File: config.mk
export PLATFORM = sky130hd
export DESIGN_NAME = ovc_link_flat
export DESIGN_NICKNAME = d
export VERILOG_FILES = /design/src/rtl/ovc_pkg.sv /design/src/rtl/ovc_if.sv /design/src/rtl/ovc_link.sv /design/src/flat_wrapper.sv
export VERILOG_INCLUDE_DIRS = /design/src /design/src/rtl
export SDC_FILE = /design/constraint.sdc
export NUM_CORES = 1
export LEC_CHECK = 0
export ABC_AREA = 1
export CORE_UTILIZATION = 30
export DETAILED_ROUTE_END_ITERATION = 16
export DONT_BUFFER_PORTS = 1
export GPL_ROUTABILITY_DRIVEN = 0
export PLACE_DENSITY_LB_ADDON = 0.25
export SYNTH_ARGS = -nofsm -noshare
export SYNTH_HDL_FRONTEND = slang
export SYNTH_SLANG_ARGS = --single-unit
File: constraint.sdc
create_clock -name clock -period 1.5 [get_ports clock]
set_clock_uncertainty 0.15 [all_clocks]
set_input_delay 0.15 -clock clock [delete_from_list [all_inputs] [get_ports clock]]
set_output_delay 0.15 -clock clock [all_outputs]
set_load 0.01 [all_outputs]
File: src/rtl/ovc_consts.svh
// Constants for the OTG VBUS and charger control block
//
// Operation
// - Discharge resistor follows control bit three
// - Pull-up resistor follows control bit four
// - Supply enable is OR of drive bits
// - Reset clears both drive bits
// - Supply enable output is active high
// - UART mode selects UART regulator level
// - No line state on data during UART
// - Data-detect asserts only with line state 00
// - Charger detection works during low power
// - Data-detect changes reported as interrupt events
// - Link sets connect-detect mode bit pattern
// - Link sets device detection bit patterns
// - Link sets host port SE0 pattern
// - Link sets host port attached pattern
// - Link sets host port USB operation pattern
// - Link turns charger detection off normally
// - Link classifies standard or proceeds enhanced
// - Link classifies charging or dedicated port
`ifndef OVC_CONSTS_SVH
`define OVC_CONSTS_SVH

// OTG control register field positions
`define OVC_OTG_DRV_INT_BIT   5
`define OVC_OTG_DRV_EXT_BIT   6
`define OVC_OTG_DISCHG_BIT    3
`define OVC_OTG_CHG_BIT       4
`define OVC_OTG_RESET         8'h00

// Charger control field positions
`define OVC_CHG_VSRC_BIT      0
`define OVC_CHG_ISINK_BIT     1
`define OVC_CHG_CDET_BIT      2
`define OVC_CHG_HOST_BIT      3
`define OVC_CHG_DPPD_BIT      4
`define OVC_CHG_DMPD_BIT      5
`define OVC_CHG_RESET         6'h00

// Line state that lets data-detect assert
`define OVC_LS_SE0            2'h0
// Regulator level reset values
`define OVC_REG_NORMAL        2'h0
`define OVC_UART_REG_RESET    2'h0

// Charger mode patterns {dmpd,dppd,host,cdet,isink,vsrc}
`define OVC_PAT_OFF           6'h00
`define OVC_PAT_CONNECT       6'h24
`define OVC_PAT_DEV_DET       6'h03
`define OVC_PAT_DEV_ENH       6'h0b
`define OVC_PAT_HOST_SE0      6'h3a
`define OVC_PAT_HOST_ATT      6'h3b
`define OVC_PAT_HOST_USB      6'h38

// Link settle wait in cycles between detection steps
`define OVC_SETTLE_CYCLES     8'h10

`endif

File: src/rtl/ovc_pkg.sv
// Types shared by both ends of the OTG VBUS and charger control block
package ovc_pkg;
    typedef logic [7:0] ovc_otg_ctrl_t;
    typedef logic [5:0] ovc_chg_ctrl_t;
    typedef logic [1:0] ovc_level_t;
    typedef enum logic [2:0]
    {
        OVC_CLS_NONE,
        OVC_CLS_SDP,
        OVC_CLS_CDP,
        OVC_CLS_DCP,
        OVC_CLS_HOSTPORT
    } ovc_class_t;
endpackage

File: src/rtl/ovc_if.sv
// Interface joining the transceiver control end and the link end
`timescale 1ns/1ps
`default_nettype none
interface ovc_if;
    import ovc_pkg::*;
    ovc_otg_ctrl_t otg_ctrl;
    ovc_chg_ctrl_t chg_ctrl;
    ovc_level_t    uart_regulator_level;
    logic          uart_mode;
    logic          suspend_n;
    logic          charger_data_detect;
    logic          detect_event;
    logic [1:0]    line_state;
    logic          line_state_valid;

    modport dev
    (
        input  otg_ctrl, chg_ctrl, uart_regulator_level, uart_mode, suspend_n,
        output charger_data_detect, detect_event, line_state, line_state_valid
    );
    modport link
    (
        output otg_ctrl, chg_ctrl, uart_regulator_level, uart_mode, suspend_n,
        input  charger_data_detect, detect_event, line_state, line_state_valid
    );
endinterface
`default_nettype wire

File: src/rtl/ovc_link.sv
// Link end: drives control bits and sequences charger detection
`include "ovc_consts.svh"
`timescale 1ns/1ps
`default_nettype none
module ovc_link
    import ovc_pkg::*;
(
    // Clock and reset
    input  wire logic clock,
    input  wire logic rst,
    // Transceiver side
    ovc_if.link       bus,
    // User requests
    input  wire logic start_device_detect,
    input  wire logic start_host_port,
    input  wire logic usb_operation_done,
    input  wire logic [3:0] otg_bits,
    input  wire logic uart_request,
    input  wire logic [1:0] uart_level,
    input  wire logic suspend_request,
    // User status
    output ovc_class_t port_class,
    output logic       detect_busy,
    output logic [1:0] user_line_state
);
    typedef enum logic [3:0]
    {
        ST_IDLE, ST_CONNECT, ST_DEV_DET, ST_DEV_ENH, ST_DEV_USB,
        ST_DCP, ST_HOST_SE0, ST_HOST_ATT, ST_HOST_USB
    } ovc_link_state_t;

    ovc_link_state_t state;
    logic [7:0]      wait_cnt;
    logic            settled;

    assign settled = (wait_cnt == `OVC_SETTLE_CYCLES);

    // Settle counter restarts on each state change
    always_ff @(posedge clock or posedge rst)
    begin
        if (rst)
            wait_cnt <= 8'h00;
        else if (start_device_detect || start_host_port || settled)
            wait_cnt <= 8'h00;
        else if (state != ST_IDLE)
            wait_cnt <= wait_cnt + 8'h01;
    end

    // Detection sequencer
    always_ff @(posedge clock or posedge rst)
    begin
        if (rst)
        begin
            state      <= ST_IDLE;
            port_class <= OVC_CLS_NONE;
        end
        else if (start_device_detect)
            state <= ST_CONNECT;
        else if (start_host_port)
            state <= ST_HOST_SE0;
        else if (settled)
        begin
            unique case (state)
                ST_IDLE:     state <= ST_IDLE;
                ST_CONNECT:
                    if (bus.line_state_valid && (bus.line_state != 2'h2))
                        state <= ST_DEV_DET;
                ST_DEV_DET:
                    if (bus.charger_data_detect)
                        state <= ST_DEV_ENH;
                    else
                    begin
                        port_class <= OVC_CLS_SDP;
                        state      <= ST_DEV_USB;
                    end
                ST_DEV_ENH:
                    if (bus.charger_data_detect)
                    begin
                        port_class <= OVC_CLS_DCP;
                        state      <= ST_DCP;
                    end
                    else
                    begin
                        port_class <= OVC_CLS_CDP;
                        state      <= ST_DEV_USB;
                    end
                ST_HOST_SE0:
                    if (bus.charger_data_detect)
                        state <= ST_HOST_ATT;
                ST_HOST_ATT:
                begin
                    port_class <= OVC_CLS_HOSTPORT;
                    state      <= ST_HOST_USB;
                end
                ST_DEV_USB, ST_DCP, ST_HOST_USB:
                    if (usb_operation_done)
                        state <= ST_IDLE;
            endcase
        end
    end

    // Charger bit patterns per mode
    always_ff @(posedge clock or posedge rst)
    begin
        if (rst)
            bus.chg_ctrl <= `OVC_CHG_RESET;
        else
        begin
            unique case (state)
                ST_CONNECT:  bus.chg_ctrl <= `OVC_PAT_CONNECT;
                ST_DEV_DET:  bus.chg_ctrl <= `OVC_PAT_DEV_DET;
                ST_DEV_ENH:  bus.chg_ctrl <= `OVC_PAT_DEV_ENH;
                ST_HOST_SE0: bus.chg_ctrl <= `OVC_PAT_HOST_SE0;
                ST_HOST_ATT: bus.chg_ctrl <= `OVC_PAT_HOST_ATT;
                ST_HOST_USB: bus.chg_ctrl <= `OVC_PAT_HOST_USB;
                ST_IDLE, ST_DEV_USB, ST_DCP:
                    bus.chg_ctrl <= `OVC_PAT_OFF;
            endcase
        end
    end

    // OTG bits, UART and suspend controls
    always_ff @(posedge clock or posedge rst)
    begin
        if (rst)
        begin
            bus.otg_ctrl             <= `OVC_OTG_RESET;
            bus.uart_mode            <= 1'b0;
            bus.uart_regulator_level <= `OVC_UART_REG_RESET;
            bus.suspend_n            <= 1'b1;
        end
        else
        begin
            bus.otg_ctrl             <= {1'b0, otg_bits[3], otg_bits[2], otg_bits[1],
                                         otg_bits[0], 3'h0};
            bus.uart_mode            <= uart_request;
            bus.uart_regulator_level <= uart_level;
            bus.suspend_n            <= !suspend_request;
        end
    end

    // User status; line state only used outside UART mode
    always_ff @(posedge clock or posedge rst)
    begin
        if (rst)
        begin
            detect_busy     <= 1'b0;
            user_line_state <= 2'h0;
        end
        else
        begin
            detect_busy <= (state != ST_IDLE) && (state != ST_DEV_USB)
                        && (state != ST_DCP) && (state != ST_HOST_USB);
            if (bus.line_state_valid)
                user_line_state <= bus.line_state;
        end
    end
endmodule // ovc_link
`default_nettype wire

File: src/flat_wrapper.sv
// flat-port wrapper written by rule: the top's interface ports become plain ports
module ovc_link_flat import ovc_pkg::*;
  (clock, rst, start_device_detect, start_host_port, usb_operation_done, otg_bits, uart_request, uart_level, suspend_request, port_class, detect_busy, user_line_state, bus_otg_ctrl, bus_chg_ctrl, bus_uart_regulator_level, bus_uart_mode, bus_suspend_n, bus_charger_data_detect, bus_detect_event, bus_line_state, bus_line_state_valid);
  ovc_if bus_i ();
  input  wire logic clock;
  input  wire logic rst;
  input  wire logic start_device_detect;
  input  wire logic start_host_port;
  input  wire logic usb_operation_done;
  input  wire logic [3:0] otg_bits;
  input  wire logic uart_request;
  input  wire logic [1:0] uart_level;
  input  wire logic suspend_request;
  output ovc_class_t port_class;
  output logic detect_busy;
  output logic [1:0] user_line_state;
  output wire logic [$bits(bus_i.otg_ctrl)-1:0] bus_otg_ctrl;
  output wire logic [$bits(bus_i.chg_ctrl)-1:0] bus_chg_ctrl;
  output wire logic [$bits(bus_i.uart_regulator_level)-1:0] bus_uart_regulator_level;
  output wire logic [$bits(bus_i.uart_mode)-1:0] bus_uart_mode;
  output wire logic [$bits(bus_i.suspend_n)-1:0] bus_suspend_n;
  input wire logic [$bits(bus_i.charger_data_detect)-1:0] bus_charger_data_detect;
  input wire logic [$bits(bus_i.detect_event)-1:0] bus_detect_event;
  input wire logic [$bits(bus_i.line_state)-1:0] bus_line_state;
  input wire logic [$bits(bus_i.line_state_valid)-1:0] bus_line_state_valid;
  assign bus_otg_ctrl = bus_i.otg_ctrl;
  assign bus_chg_ctrl = bus_i.chg_ctrl;
  assign bus_uart_regulator_level = bus_i.uart_regulator_level;
  assign bus_uart_mode = bus_i.uart_mode;
  assign bus_suspend_n = bus_i.suspend_n;
  assign bus_i.charger_data_detect = bus_charger_data_detect;
  assign bus_i.detect_event = bus_detect_event;
  assign bus_i.line_state = bus_line_state;
  assign bus_i.line_state_valid = bus_line_state_valid;
  ovc_link u_core (.clock(clock), .rst(rst), .bus(bus_i), .start_device_detect(start_device_detect), .start_host_port(start_host_port), .usb_operation_done(usb_operation_done), .otg_bits(otg_bits), .uart_request(uart_request), .uart_level(uart_level), .suspend_request(suspend_request), .port_class(port_class), .detect_busy(detect_busy), .user_line_state(user_line_state));
endmodule
==> results.tsv, run 1 <==
stage	metric	value	unit
synth	number of synthesis warnings	0	
clock_network	Clk Tree Root Cell	clkbuf_8	
finish	multi-input gate area in the final layout	783	um^2
synth	proportion of register bits with asynchronous set or reset after synthesis	1.00	
synth	number of enable-type register cells in the synthesized netlist	0	
synth	cell taking the most area after synthesis	dfrtp_1	
pwr	sw frac	0.274	
pwr	Net Sw Power	0.609	mW
finish	fraction of layout cells with a size suffix above 1	0.344	
floorplan	total core area	4880	um^2
detailed_routing	number of detailed-route iterations in the first pass	4	
timing	part of the cycle the worst path needs	1.03	
finish	final antenna diode count	0	
timing	smallest setup slack after layout	-0.0424	ns
timing	RSZ-0062 raised after global routing	yes	
pwr	power density over the cells	948	nW/um^2
synth	Mapped Area	1560	um^2
worst_hold_path	worst hold path type	input pin to register	
finish	number of inserted filler cells in the final layout	495	
synth	sequential share of the synthesized area	0.513	
timing	number of hold violations in the final report	0	
finish	final core utilization	0.481	
timing	fin crit period	1.54	ns
critical_path	Crit Path Category	register to register	
floorplan	floorplan die width	74.2	um
critical_path	CP max FO	4	
global_routing	final global-route overflow total	0	
synth	number of standard cells after synthesis	193	
pwr	fraction of power consumed by the clock network	0.367	
placed_design	count of buffers inserted at the top-level ports	0	
flow_run	max-cap viol count	0	
clock_network	Num Clock Sinks	32	
clock_network	number of buffers on the longest clock path	2	
finish	post-route cell area	2350	um^2
critical_path	required time of the worst setup path	1.58	ns
clock_network	clk slew on worst S/H paths	0.07	ns
pwr	Worst VDD drop	521	uV
synth	number of register bits inferred by synthesis	32	
clock_network	CTS tree	built	
timing	Achievable Freq	0.648	GHz
global_routing	global-route wire length before repair	5920	um
finish	sequential cell area in the final layout	805	um^2
floorplan	top-level port count	42	
finish	Net count, final	269	
floorplan	die height	74.2	um
global_routing	Global Route Usage Sum	0.142	
finish	Final Instance Count excl. Fillers	317	
clock_network	maximum level of the CTS H-tree	2	
synth	fraction of post-synthesis cell area in the top cell type by area	0.496	
global_routing	vias in the first global route	1357	
clock_network	clock buffers created by TritonCTS	5	
clock_network	clock latency on the worst-skew pair	0.28	ns
pwr	total internal power	1.62	mW
detailed_routing	total wire length after detailed routing	3770	um
detailed_routing	vias post-DR	1399	
floorplan	site row count	25	
detailed_routing	number of vias per cell after detailed routing	4.41	
finish	layout overhead on the synthesized area	50.2	%
synth	Synth area leaders	dfrtp_1 50%, nand2_1 11%, inv_1 6.5%	
critical_path	Crit. End Element	register	
pwr	Comb power frac	0.188	
detailed_routing	number of DRC violations after detailed routing	0	
pwr	Seq pwr share	0.445	
timing	setup TNS after final layout	-0.146	ns
critical_path	crit start category	register	
floorplan	initial cell density of the core	0.321	
global_routing	initial antenna violation count	0	
synth	post-synthesis average cell area	8.10	um^2
global_routing	maximum number of pins on one net before global-route repair	22	
placed_design	DP Wirelength	2730	um
synth	top cell types by occurrence after synthesis	47 x nand2_1, 31 x dfrtp_1, 27 x inv_1, 21 x nor2_1, 16 x nand3_1	
outcome	status	finished, violations left	
timing	Setup violations, final	4	
pwr	Leakage	1.13	nW
synth	primary flip-flop cell chosen by synthesis mapping	dfrtp_1	
detailed_routing	violation count after the first detailed-routing iteration	41	
critical_path	arrival time reported for the critical path endpoint	1.62	ns
outcome	failing checks	negative setup slack	
placed_design	number of placed instances with taps included	289	
floorplan	floorplan die area	5510	um^2
timing	Slew Limit Fails	0	
synth	Cell variety after synth	27	
detailed_routing	number of nets still failing antenna checks after routing	0	
detailed_routing	wire length per cell	11.9	um
synth	most used standard cell by instance count after synthesis	nand2_1	
placed_design	Placement Cell Area	1860	um^2
==> sequential cells by signal, summed over array words and instances, names as in the netlist <==
| name | flops |
|---|---|
| u_core.bus.suspend_n | 1 |
| u_core.bus.uart_mode | 1 |
| u_core.detect_busy | 1 |
| u_core.state | 4 |
| u_core.bus.uart_regulator_level | 2 |
| u_core.port_class | 3 |
| u_core.bus.otg_ctrl | 4 |
| u_core.wait_cnt | 8 |
| u_core.bus.chg_ctrl | 6 |
| u_core.user_line_state | 2 |
==> power by group through the flow <==
stage / Clock [mW] / Combinational [mW] / Sequential [mW]
after floorplan: 0 / 0.174 / 1.00
after global placement: 0 / 0.311 / 1.00
after detailed placement: 0 / 0.312 / 1.00
after CTS: 0.842 / 0.356 / 0.988
after global routing: 0.889 / 0.469 / 0.999
final: 0.816 / 0.419 / 0.992
==> final timing paths <==
check | slack [ns] | to | from | cells after the start
min in group asynchronous | 0.19 | u_core.port_class[0]$_DFFE_PP0P_ | rst | 3
worst min-delay path | 0.0006 | u_core.state[1]$_DFFE_PP0P_ | start_host_port | 4
worst min register to register | 0.41 | u_core.port_class[1]$_DFFE_PP0P_ | u_core.port_class[1]$_DFFE_PP0P_ | 2
worst max-delay path | -0.04 | u_core.state[1]$_DFFE_PP0P_ | u_core.state[1]$_DFFE_PP0P_ | 8
max in group asynchronous | 0.71 | u_core.bus.suspend_n$_DFF_PP1_ | rst | 3
worst max register to register | -0.04 | u_core.state[1]$_DFFE_PP0P_ | u_core.state[1]$_DFFE_PP0P_ | 8
==> metal layers <==
layer,GRT usage,part of all wire,vias to the layer above
met5,0,0,-
met4,0.0470,0.0085,0
met3,0.0379,0.053,5
met2,0.214,0.45,48
met1,0.198,0.49,630
li1,-,-,716
==> per-stage QoR <==
| step | setup slack (ns) | total power, mW | hold slack (ns) |
|---|---|---|---|
| 6_report | -0.0424 | 2.23 | 0.000602 |
| 3_3_place_gp | -0.0502 | 1.31 | -0.0723 |
| 5_1_grt | -0.120 | 2.36 | 0.0180 |
| 2_1_floorplan | 0.0313 | 1.17 | 0.0262 |
| 3_5_place_dp | -0.0638 | 1.32 | -0.0756 |
| 4_1_cts | -0.0674 | 2.18 | 0.00728 |
==> layout make-up <==
type	instances	area share
sequential	32	0.343
multi-input combinational	130	0.334
timing repair buffer	50	0.192
inverter	30	0.0490
tap	67	0.0357
clock buffer	5	0.0293
clock inverter	3	0.0181
==> critical path, stage by stage, from the launching register on <==
cell     delay (ns)
dfrtp_1        0.44
buf_6          0.14
inv_4          0.05
nor2_4         0.10
nand2_1        0.07
or2_1          0.25
nand3_4        0.13
nand3_2        0.08
nand2_1        0.06
==> cell families (layout without fill, tap and decap cells) <==
group / count (synthesis) / after routing / synth area share
AO/OA/AOI/OAI: 22 / 22 / 0.0800
adder cells (fa/ha/maj): 2 / 2 / 0.0160
AND/OR/NAND/NOR: 102 / 102 / 0.298
flip-flops: 32 / 32 / 0.513
other: 1 / 4 / 0.00240
buffers and inverters: 34 / 88 / 0.0912
==> cell usage in the layout (no fill, tap or decap), types with 2 or more instances in the layout <==
master / count
inv_2: 5
o21ai_1: 9
a21oi_1: 4
dfrtp_2: 2
buf_6: 4
o21ai_0: 3
inv_1: 24
ha_4: 2
nand2_1: 43
nand3_2: 8
nor2_4: 7
conb_1: 4
nand2_2: 4
buf_4: 29
nand3_1: 9
clkbuf_8: 5
dfrtp_1: 29
nand4_1: 5
nor2_2: 6
nor2_1: 14
dlygate4sd3_1: 14
==> timing repair <==
item / in CTS / in global routing
gates resized for setup: 5 / 42
setup endpoints to repair: 9 / 14
hold endpoints to repair: 49 / 0
buffers inserted: 2 / 3
pin swaps: 10 / 15
hold buffers: 15 / 0
No activity file was read; power rests on OpenSTA's default activity.
==> inputs of run 2 (changes only) <==
- CORE_UTILIZATION: 30 -> 40
- PLACE_DENSITY: not set -> 0.57
- PLACE_DENSITY_LB_ADDON: 0.25 -> not set
==> results.tsv, run 2 (synthesis results as in run 1) <==
stage	metric	value	unit	change
critical_path	cell type of the slowest stage on the worst timing path	dfrtp_2		
finish	fraction of layout cells with a size suffix above 1	0.328		-0.0161
global_routing	maximum number of pins on one net before global-route repair	33		+50%
floorplan	die height	64.5	um	-13%
detailed_routing	uppermost metal layer occupied by signal nets	met4		
detailed_routing	wire length per cell	13.7	um	+15%
floorplan	floorplan die width	64.5	um	-13%
worst_hold_path	start point of the worst min-delay path	start_host_port		
worst_hold_path	worst hold path cell count	5		+1
floorplan	floorplan die area	4160	um^2	-24%
critical_path	arrival time reported for the critical path endpoint	1.58	ns	-0.04 ns
clock_network	number of buffers on the longest clock path	2		unchanged
pwr	power density over the cells	942	nW/um^2	-0.66%
timing	smallest setup slack after layout	-0.0599	ns	-0.0175 ns
worst_hold_path	worst-case hold path end point	u_core.state[0]$_DFFE_PP0P_		
critical_path	Critical Path, Cell by Cell	nor2_2, buf_4, nand2_1, nand2_1, nand3_1, nand2_1, nor2_4, nand2_1, nand2_1		
floorplan	total core area	3720	um^2	-24%
pwr	Leakage	1.09	nW	-3.5%
placed_design	DP Wirelength	2480	um	-9.2%
finish	final antenna diode count	0		unchanged
placed_design	count of buffers inserted at the top-level ports	0		unchanged
finish	most common cell after layout, fill and taps aside	nand2_1		
critical_path	largest stage delay on the critical path	0.46	ns	+0.02 ns
finish	flip-flop count of the largest register after layout	8		unchanged
clock_network	clk slew on worst S/H paths	0.07	ns	about the same
critical_path	CP max FO	5		+1
finish	registers with the highest flip-flop counts	u_core.wait_cnt x8, u_core.bus.chg_ctrl x6		
timing	part of the cycle the worst path needs	1.04		+0.0117
finish	sequential cell area in the final layout	806	um^2	+0.16%
critical_path	crit start category	register		
pwr	total power draw	2.13	mW	-4.6%
clock_network	maximum level of the CTS H-tree	2		unchanged
timing	fin crit period	1.56	ns	+0.0175 ns
timing	number of hold violations in the final report	1		+1
timing	Setup violations, final	5		+1
global_routing	initial antenna violation count	0		unchanged
detailed_routing	length of routed wiring on met1	1710	um	-6.2%
global_routing	Global Route Usage Sum	0.189		+0.0462
critical_path	Crit Path Category	register to register		
finish	Net count, final	263		-2.2%
finish	most flop-heavy register	u_core.wait_cnt		
detailed_routing	total wire length after detailed routing	3990	um	+6.0%
outcome	failing checks	negative hold slack, negative setup slack		
timing	RSZ-0062 raised after global routing	yes		
detailed_routing	number of vias per cell after detailed routing	4.97		+13%
outcome	status	finished, violations left		
detailed_routing	number of DRC violations after detailed routing	0		unchanged
floorplan	initial cell density of the core	0.421		+0.100
detailed_routing	wire length on met2	2020	um	+18%
detailed_routing	violation count after the first detailed-routing iteration	92		+120%
clock_network	clock buffers created by TritonCTS	5		unchanged
timing	setup TNS after final layout	-0.227	ns	-0.0806 ns
critical_path	number of buffers and inverters on the critical path	1		-1
critical_path	cell with the most instances on the worst path	nand2_1		
finish	number of inserted filler cells in the final layout	313		-37%
finish	top library cells by usage in the layout, fill and taps aside	42 x nand2_1, 28 x dfrtp_1, 23 x inv_1, 23 x buf_4, 16 x dlygate4sd3_1		
clock_network	clock latency on the worst-skew pair	0.28	ns	about the same
critical_path	FF-to-FF End	u_core.state[1]$_DFFE_PP0P_		
finish	multi-input gate area in the final layout	771	um^2	-1.6%
pwr	Worst VDD drop	486	uV	-6.7%
detailed_routing	met3 WL post-DR	239	um	+21%
clock_network	Clk Tree Root Cell	clkbuf_8		
global_routing	global-route wire length before repair	5960	um	+0.69%
finish	layout overhead on the synthesized area	44.2	%	
global_routing	vias in the first global route	1370		+0.96%
timing	Achievable Freq	0.641	GHz	-1.1%
critical_path	Reg2Reg Setup Slack	-0.06	ns	-0.02 ns
flow_run	max-cap viol count	0		unchanged
worst_hold_path	worst hold path type	input pin to register		
floorplan	site row count	22		-12%
critical_path	Worst path top cell family by delay	simple AND/OR/NAND/NOR gates		
global_routing	final global-route overflow total	0		unchanged
detailed_routing	vias post-DR	1451		+3.7%
clock_network	CTS tree	built		
critical_path	reg2reg path depth	9		+1
timing	final worst hold slack	-0.000923	ns	-0.00152 ns
timing	Slew Limit Fails	0		unchanged
critical_path	required time of the worst setup path	1.52	ns	-0.06 ns
finish	final core utilization	0.607		+0.126
detailed_routing	number of detailed-route iterations in the first pass	4		unchanged
critical_path	Crit. End Element	register		
clock_network	Num Clock Sinks	32		unchanged
detailed_routing	number of nets still failing antenna checks after routing	0		unchanged
floorplan	top-level port count	42		unchanged
critical_path	worst r2r src	u_core.state[1]$_DFFE_PP0P_		
-- run 2: cell types whose count changed in the layout (fill, tap and decap cells not counted), sizes merged --
cell,before,now
dlygate4sd3,14,16
clkbuf,5,8
bufinv,1,0
buf,35,28
clkinv,1,0
clkinvlp,1,0
dlymetal6s4s,1,0
-- run 2: worst max-delay path by stage --
stage | depth (start not counted) | startpoint | endpoint | slack (ns)
after floorplan | 10 | u_core.wait_cnt[0]$_DFFE_PP0P_ | u_core.state[0]$_DFFE_PP0P_ | 0.03
after global placement | 10 | u_core.wait_cnt[0]$_DFFE_PP0P_ | u_core.state[1]$_DFFE_PP0P_ | -0.08
after detailed placement | 7 | u_core.wait_cnt[1]$_DFFE_PP0P_ | u_core.wait_cnt[0]$_DFFE_PP0P_ | -0.10
after CTS | 9 | u_core.wait_cnt[0]$_DFFE_PP0P_ | u_core.state[2]$_DFFE_PP0P_ | -0.003
after global routing | 9 | u_core.wait_cnt[0]$_DFFE_PP0P_ | u_core.state[3]$_DFFE_PP0P_ | -0.13
final | 9 | u_core.state[1]$_DFFE_PP0P_ | u_core.state[1]$_DFFE_PP0P_ | -0.06
-- run 2: through the flow --
stage / worst slack (ns) / area [um^2] / cells
6_report: -0.0599 / 2260 / 292
5_1_grt: -0.126 / 2260 / 292
4_1_cts: -0.00256 / 2110 / 288
3_5_place_dp: -0.102 / 1760 / 260
3_3_place_gp: -0.0833 / 1760 / 260
2_1_floorplan: 0.0313 / 1580 / 196
-- run 2: area by class of cell --
class,count,share of cell area
Sequential cell,32,0.357
Multi-Input combinational cell,130,0.342
Timing Repair Buffer,44,0.180
Inverter,30,0.0499
Clock buffer,8,0.0444
Tap cell,48,0.0266
-- run 2: per-layer routing --
metal / up-vias / GRT usage
li1: 705 / -
met4: 0 / 0.0639
met3: 2 / 0.0528
met2: 57 / 0.313
met1: 687 / 0.234
met5: - / 0
-- run 2: report_power, final --
part	switching [mW]	internal (mW)	total [mW]
clock	0.312	0.419	0.731
sequential	0.0662	0.928	0.994
combinational	0.221	0.179	0.401
-- run 2: what timing repair did --
item                                    in CTS  in global routing
gates cloned                                 0                  0
pin swaps                                    6                 12
endpoints found under the hold margin       48                  0
endpoints found under the setup margin      13                 18
resized for setup                           15                 28
buffers inserted                             4                  4
hold buffers                                16                  0
-- run 2: worst reg2reg max path, cell delays in order (launching register included) --
cell and delay [ns]:
dfrtp_2 0.46, nor2_2 0.12, buf_4 0.15, nand2_1 0.07, nand2_1 0.10, nand3_1 0.11, nand2_1 0.13, nor2_4 0.07
nand2_1 0.05, nand2_1 0.05
==> inputs of run 3 (changes only) <==
- CTS_BUF_LIST: not set -> sky130_fd_sc_hd__clkbuf_8
==> results.tsv, run 3 (synthesis results as in run 1) <==
stage	metric	value	unit	change
outcome	status	finished, violations left		
outcome	failing checks	negative hold slack, negative setup slack		
worst_hold_path	worst hold path type	input pin to register		
critical_path	Crit Path Category	register to register		
timing	Setup violations, final	5		unchanged
detailed_routing	length of routed wiring on met1	1710	um	unchanged
floorplan	floorplan die width	64.5	um	unchanged
timing	part of the cycle the worst path needs	1.04		unchanged
detailed_routing	number of nets still failing antenna checks after routing	0		unchanged
detailed_routing	number of vias per cell after detailed routing	4.97		unchanged
timing	fin crit period	1.56	ns	unchanged
floorplan	site row count	22		unchanged
critical_path	reg2reg path depth	9		unchanged
finish	Final Instance Count excl. Fillers	292		unchanged
clock_network	clk slew on worst S/H paths	0.07	ns	about the same
detailed_routing	total wire length after detailed routing	3990	um	unchanged
pwr	total power draw	2.12	mW	-0.30%
critical_path	critical path launch point	u_core.state[1]$_DFFE_PP0P_		
finish	final antenna diode count	0		unchanged
critical_path	FF-to-FF End	u_core.state[1]$_DFFE_PP0P_		
global_routing	global-route wire length before repair	5960	um	unchanged
global_routing	vias in the first global route	1370		unchanged
pwr	Worst VDD drop	486	uV	about the same
global_routing	maximum number of pins on one net before global-route repair	33		unchanged
timing	Slew Limit Fails	0		unchanged
finish	fraction of layout cells with a size suffix above 1	0.328		unchanged
timing	number of hold violations in the final report	1		unchanged
timing	RSZ-0062 raised after global routing	yes		
detailed_routing	violation count after the first detailed-routing iteration	92		unchanged
finish	registers with the highest flip-flop counts	u_core.wait_cnt x8, u_core.bus.chg_ctrl x6		
placed_design	DP Wirelength	2480	um	unchanged
finish	final core utilization	0.607		unchanged
pwr	Leakage	1.09	nW	+0.38%
detailed_routing	wire length on met2	2020	um	unchanged
worst_hold_path	start point of the worst min-delay path	start_host_port		
detailed_routing	met3 WL post-DR	239	um	unchanged
timing	final worst hold slack	-0.000923	ns	unchanged
finish	most flop-heavy register	u_core.wait_cnt		
clock_network	clock buffers created by TritonCTS	5		unchanged
floorplan	total core area	3720	um^2	unchanged
floorplan	top-level port count	42		unchanged
finish	top library cells by usage in the layout, fill and taps aside	42 x nand2_1, 28 x dfrtp_1, 24 x inv_1		
finish	Net count, final	263		unchanged
critical_path	required time of the worst setup path	1.52	ns	about the same
timing	smallest setup slack after layout	-0.0599	ns	unchanged
timing	Achievable Freq	0.641	GHz	unchanged
critical_path	Crit. End Element	register		
floorplan	die height	64.5	um	unchanged
flow_run	max-cap viol count	0		unchanged
pwr	power density over the cells	939	nW/um^2	-0.30%
detailed_routing	wire length per cell	13.7	um	unchanged
clock_network	Num Clock Sinks	32		unchanged
worst_hold_path	worst hold path cell count	5		unchanged
detailed_routing	uppermost metal layer occupied by signal nets	met4		
worst_hold_path	worst-case hold path end point	u_core.state[0]$_DFFE_PP0P_		
placed_design	number of placed instances with taps included	260		unchanged
floorplan	floorplan die area	4160	um^2	unchanged
clock_network	number of buffers on the longest clock path	2		unchanged
critical_path	Reg2Reg Setup Slack	-0.06	ns	about the same
placed_design	count of buffers inserted at the top-level ports	0		unchanged
global_routing	final global-route overflow total	0		unchanged
clock_network	clock latency on the worst-skew pair	0.28	ns	about the same
clock_network	CTS tree	built		
floorplan	initial cell density of the core	0.421		unchanged
critical_path	worst r2r src	u_core.state[1]$_DFFE_PP0P_		
detailed_routing	number of detailed-route iterations in the first pass	4		unchanged
global_routing	Global Route Usage Sum	0.189		unchanged
placed_design	Setup WS pre-CTS	-0.102	ns	unchanged
finish	layout overhead on the synthesized area	44.2	%	unchanged
detailed_routing	vias post-DR	1451		unchanged
finish	flip-flop count of the largest register after layout	8		unchanged
critical_path	crit start category	register		
finish	most common cell after layout, fill and taps aside	nand2_1		
clock_network	Clk Tree Root Cell	clkbuf_8		
detailed_routing	number of DRC violations after detailed routing	0		unchanged
finish	number of inserted filler cells in the final layout	313		unchanged
clock_network	maximum level of the CTS H-tree	2		unchanged
critical_path	CP max FO	5		unchanged
global_routing	initial antenna violation count	0		unchanged
critical_path	arrival time reported for the critical path endpoint	1.58	ns	about the same
-- run 3: how the worst max path moves through the flow --
| stage | slack (ns) | depth (start not counted) | to |
|---|---|---|---|
| final | -0.06 | 9 | u_core.state[1]$_DFFE_PP0P_ |
| after global routing | -0.13 | 9 | u_core.state[3]$_DFFE_PP0P_ |
| after CTS | -0.003 | 9 | u_core.state[2]$_DFFE_PP0P_ |
| after detailed placement | -0.10 | 7 | u_core.wait_cnt[0]$_DFFE_PP0P_ |
| after global placement | -0.08 | 10 | u_core.state[1]$_DFFE_PP0P_ |
| after floorplan | 0.03 | 10 | u_core.state[0]$_DFFE_PP0P_ |
-- run 3: per-stage QoR --
| step | setup TNS [ns] | area (um^2) |
|---|---|---|
| CTS | -0.00256 | 2110 |
| global placement | -0.597 | 1760 |
| finish | -0.227 | 2260 |
| floorplan | 0 | 1580 |
| detailed placement | -0.687 | 1760 |
| global route | -1.07 | 2260 |
-- run 3: per-layer routing --
metal	vias up	GRT usage
met5	-	0
met4	0	0.0639
met3	2	0.0528
met2	57	0.313
met1	687	0.234
li1	705	-
-- run 3: final cells by class --
class / instances / area (um^2) / share of cell area
repair buffers: 44 / 407 / 0.180
well taps: 48 / 60.1 / 0.0266
flip-flops and latches: 32 / 806 / 0.357
multi-input cells: 130 / 771 / 0.342
clock buffers: 7 / 96.3 / 0.0427
inverters: 30 / 113 / 0.0499
clock inverters: 1 / 3.75 / 0.00166
-- run 3: where the power goes --
group | switching, mW | total (mW) | internal, mW
logic | 0.221 | 0.401 | 0.179
clock network | 0.313 | 0.725 | 0.412
registers | 0.0662 | 0.994 | 0.928
total | 0.600 | 2.12 | 1.52
-- run 3: repair_timing --
item,in CTS,in global routing
hold buffers,16,0
pin swaps,6,12
hold endpoints to repair,48,0
setup buffers,4,4
endpoints found under the setup margin,13,18
resized for setup,15,28
-- run 3: critical path: stages, from the launching register on --
cell	delay, ns
dfrtp_2	0.46
nor2_2	0.12
buf_4	0.15
nand2_1	0.07
nand2_1	0.10
nand3_1	0.11
nand2_1	0.13
nor2_4	0.06
nand2_1	0.05
nand2_1	0.05
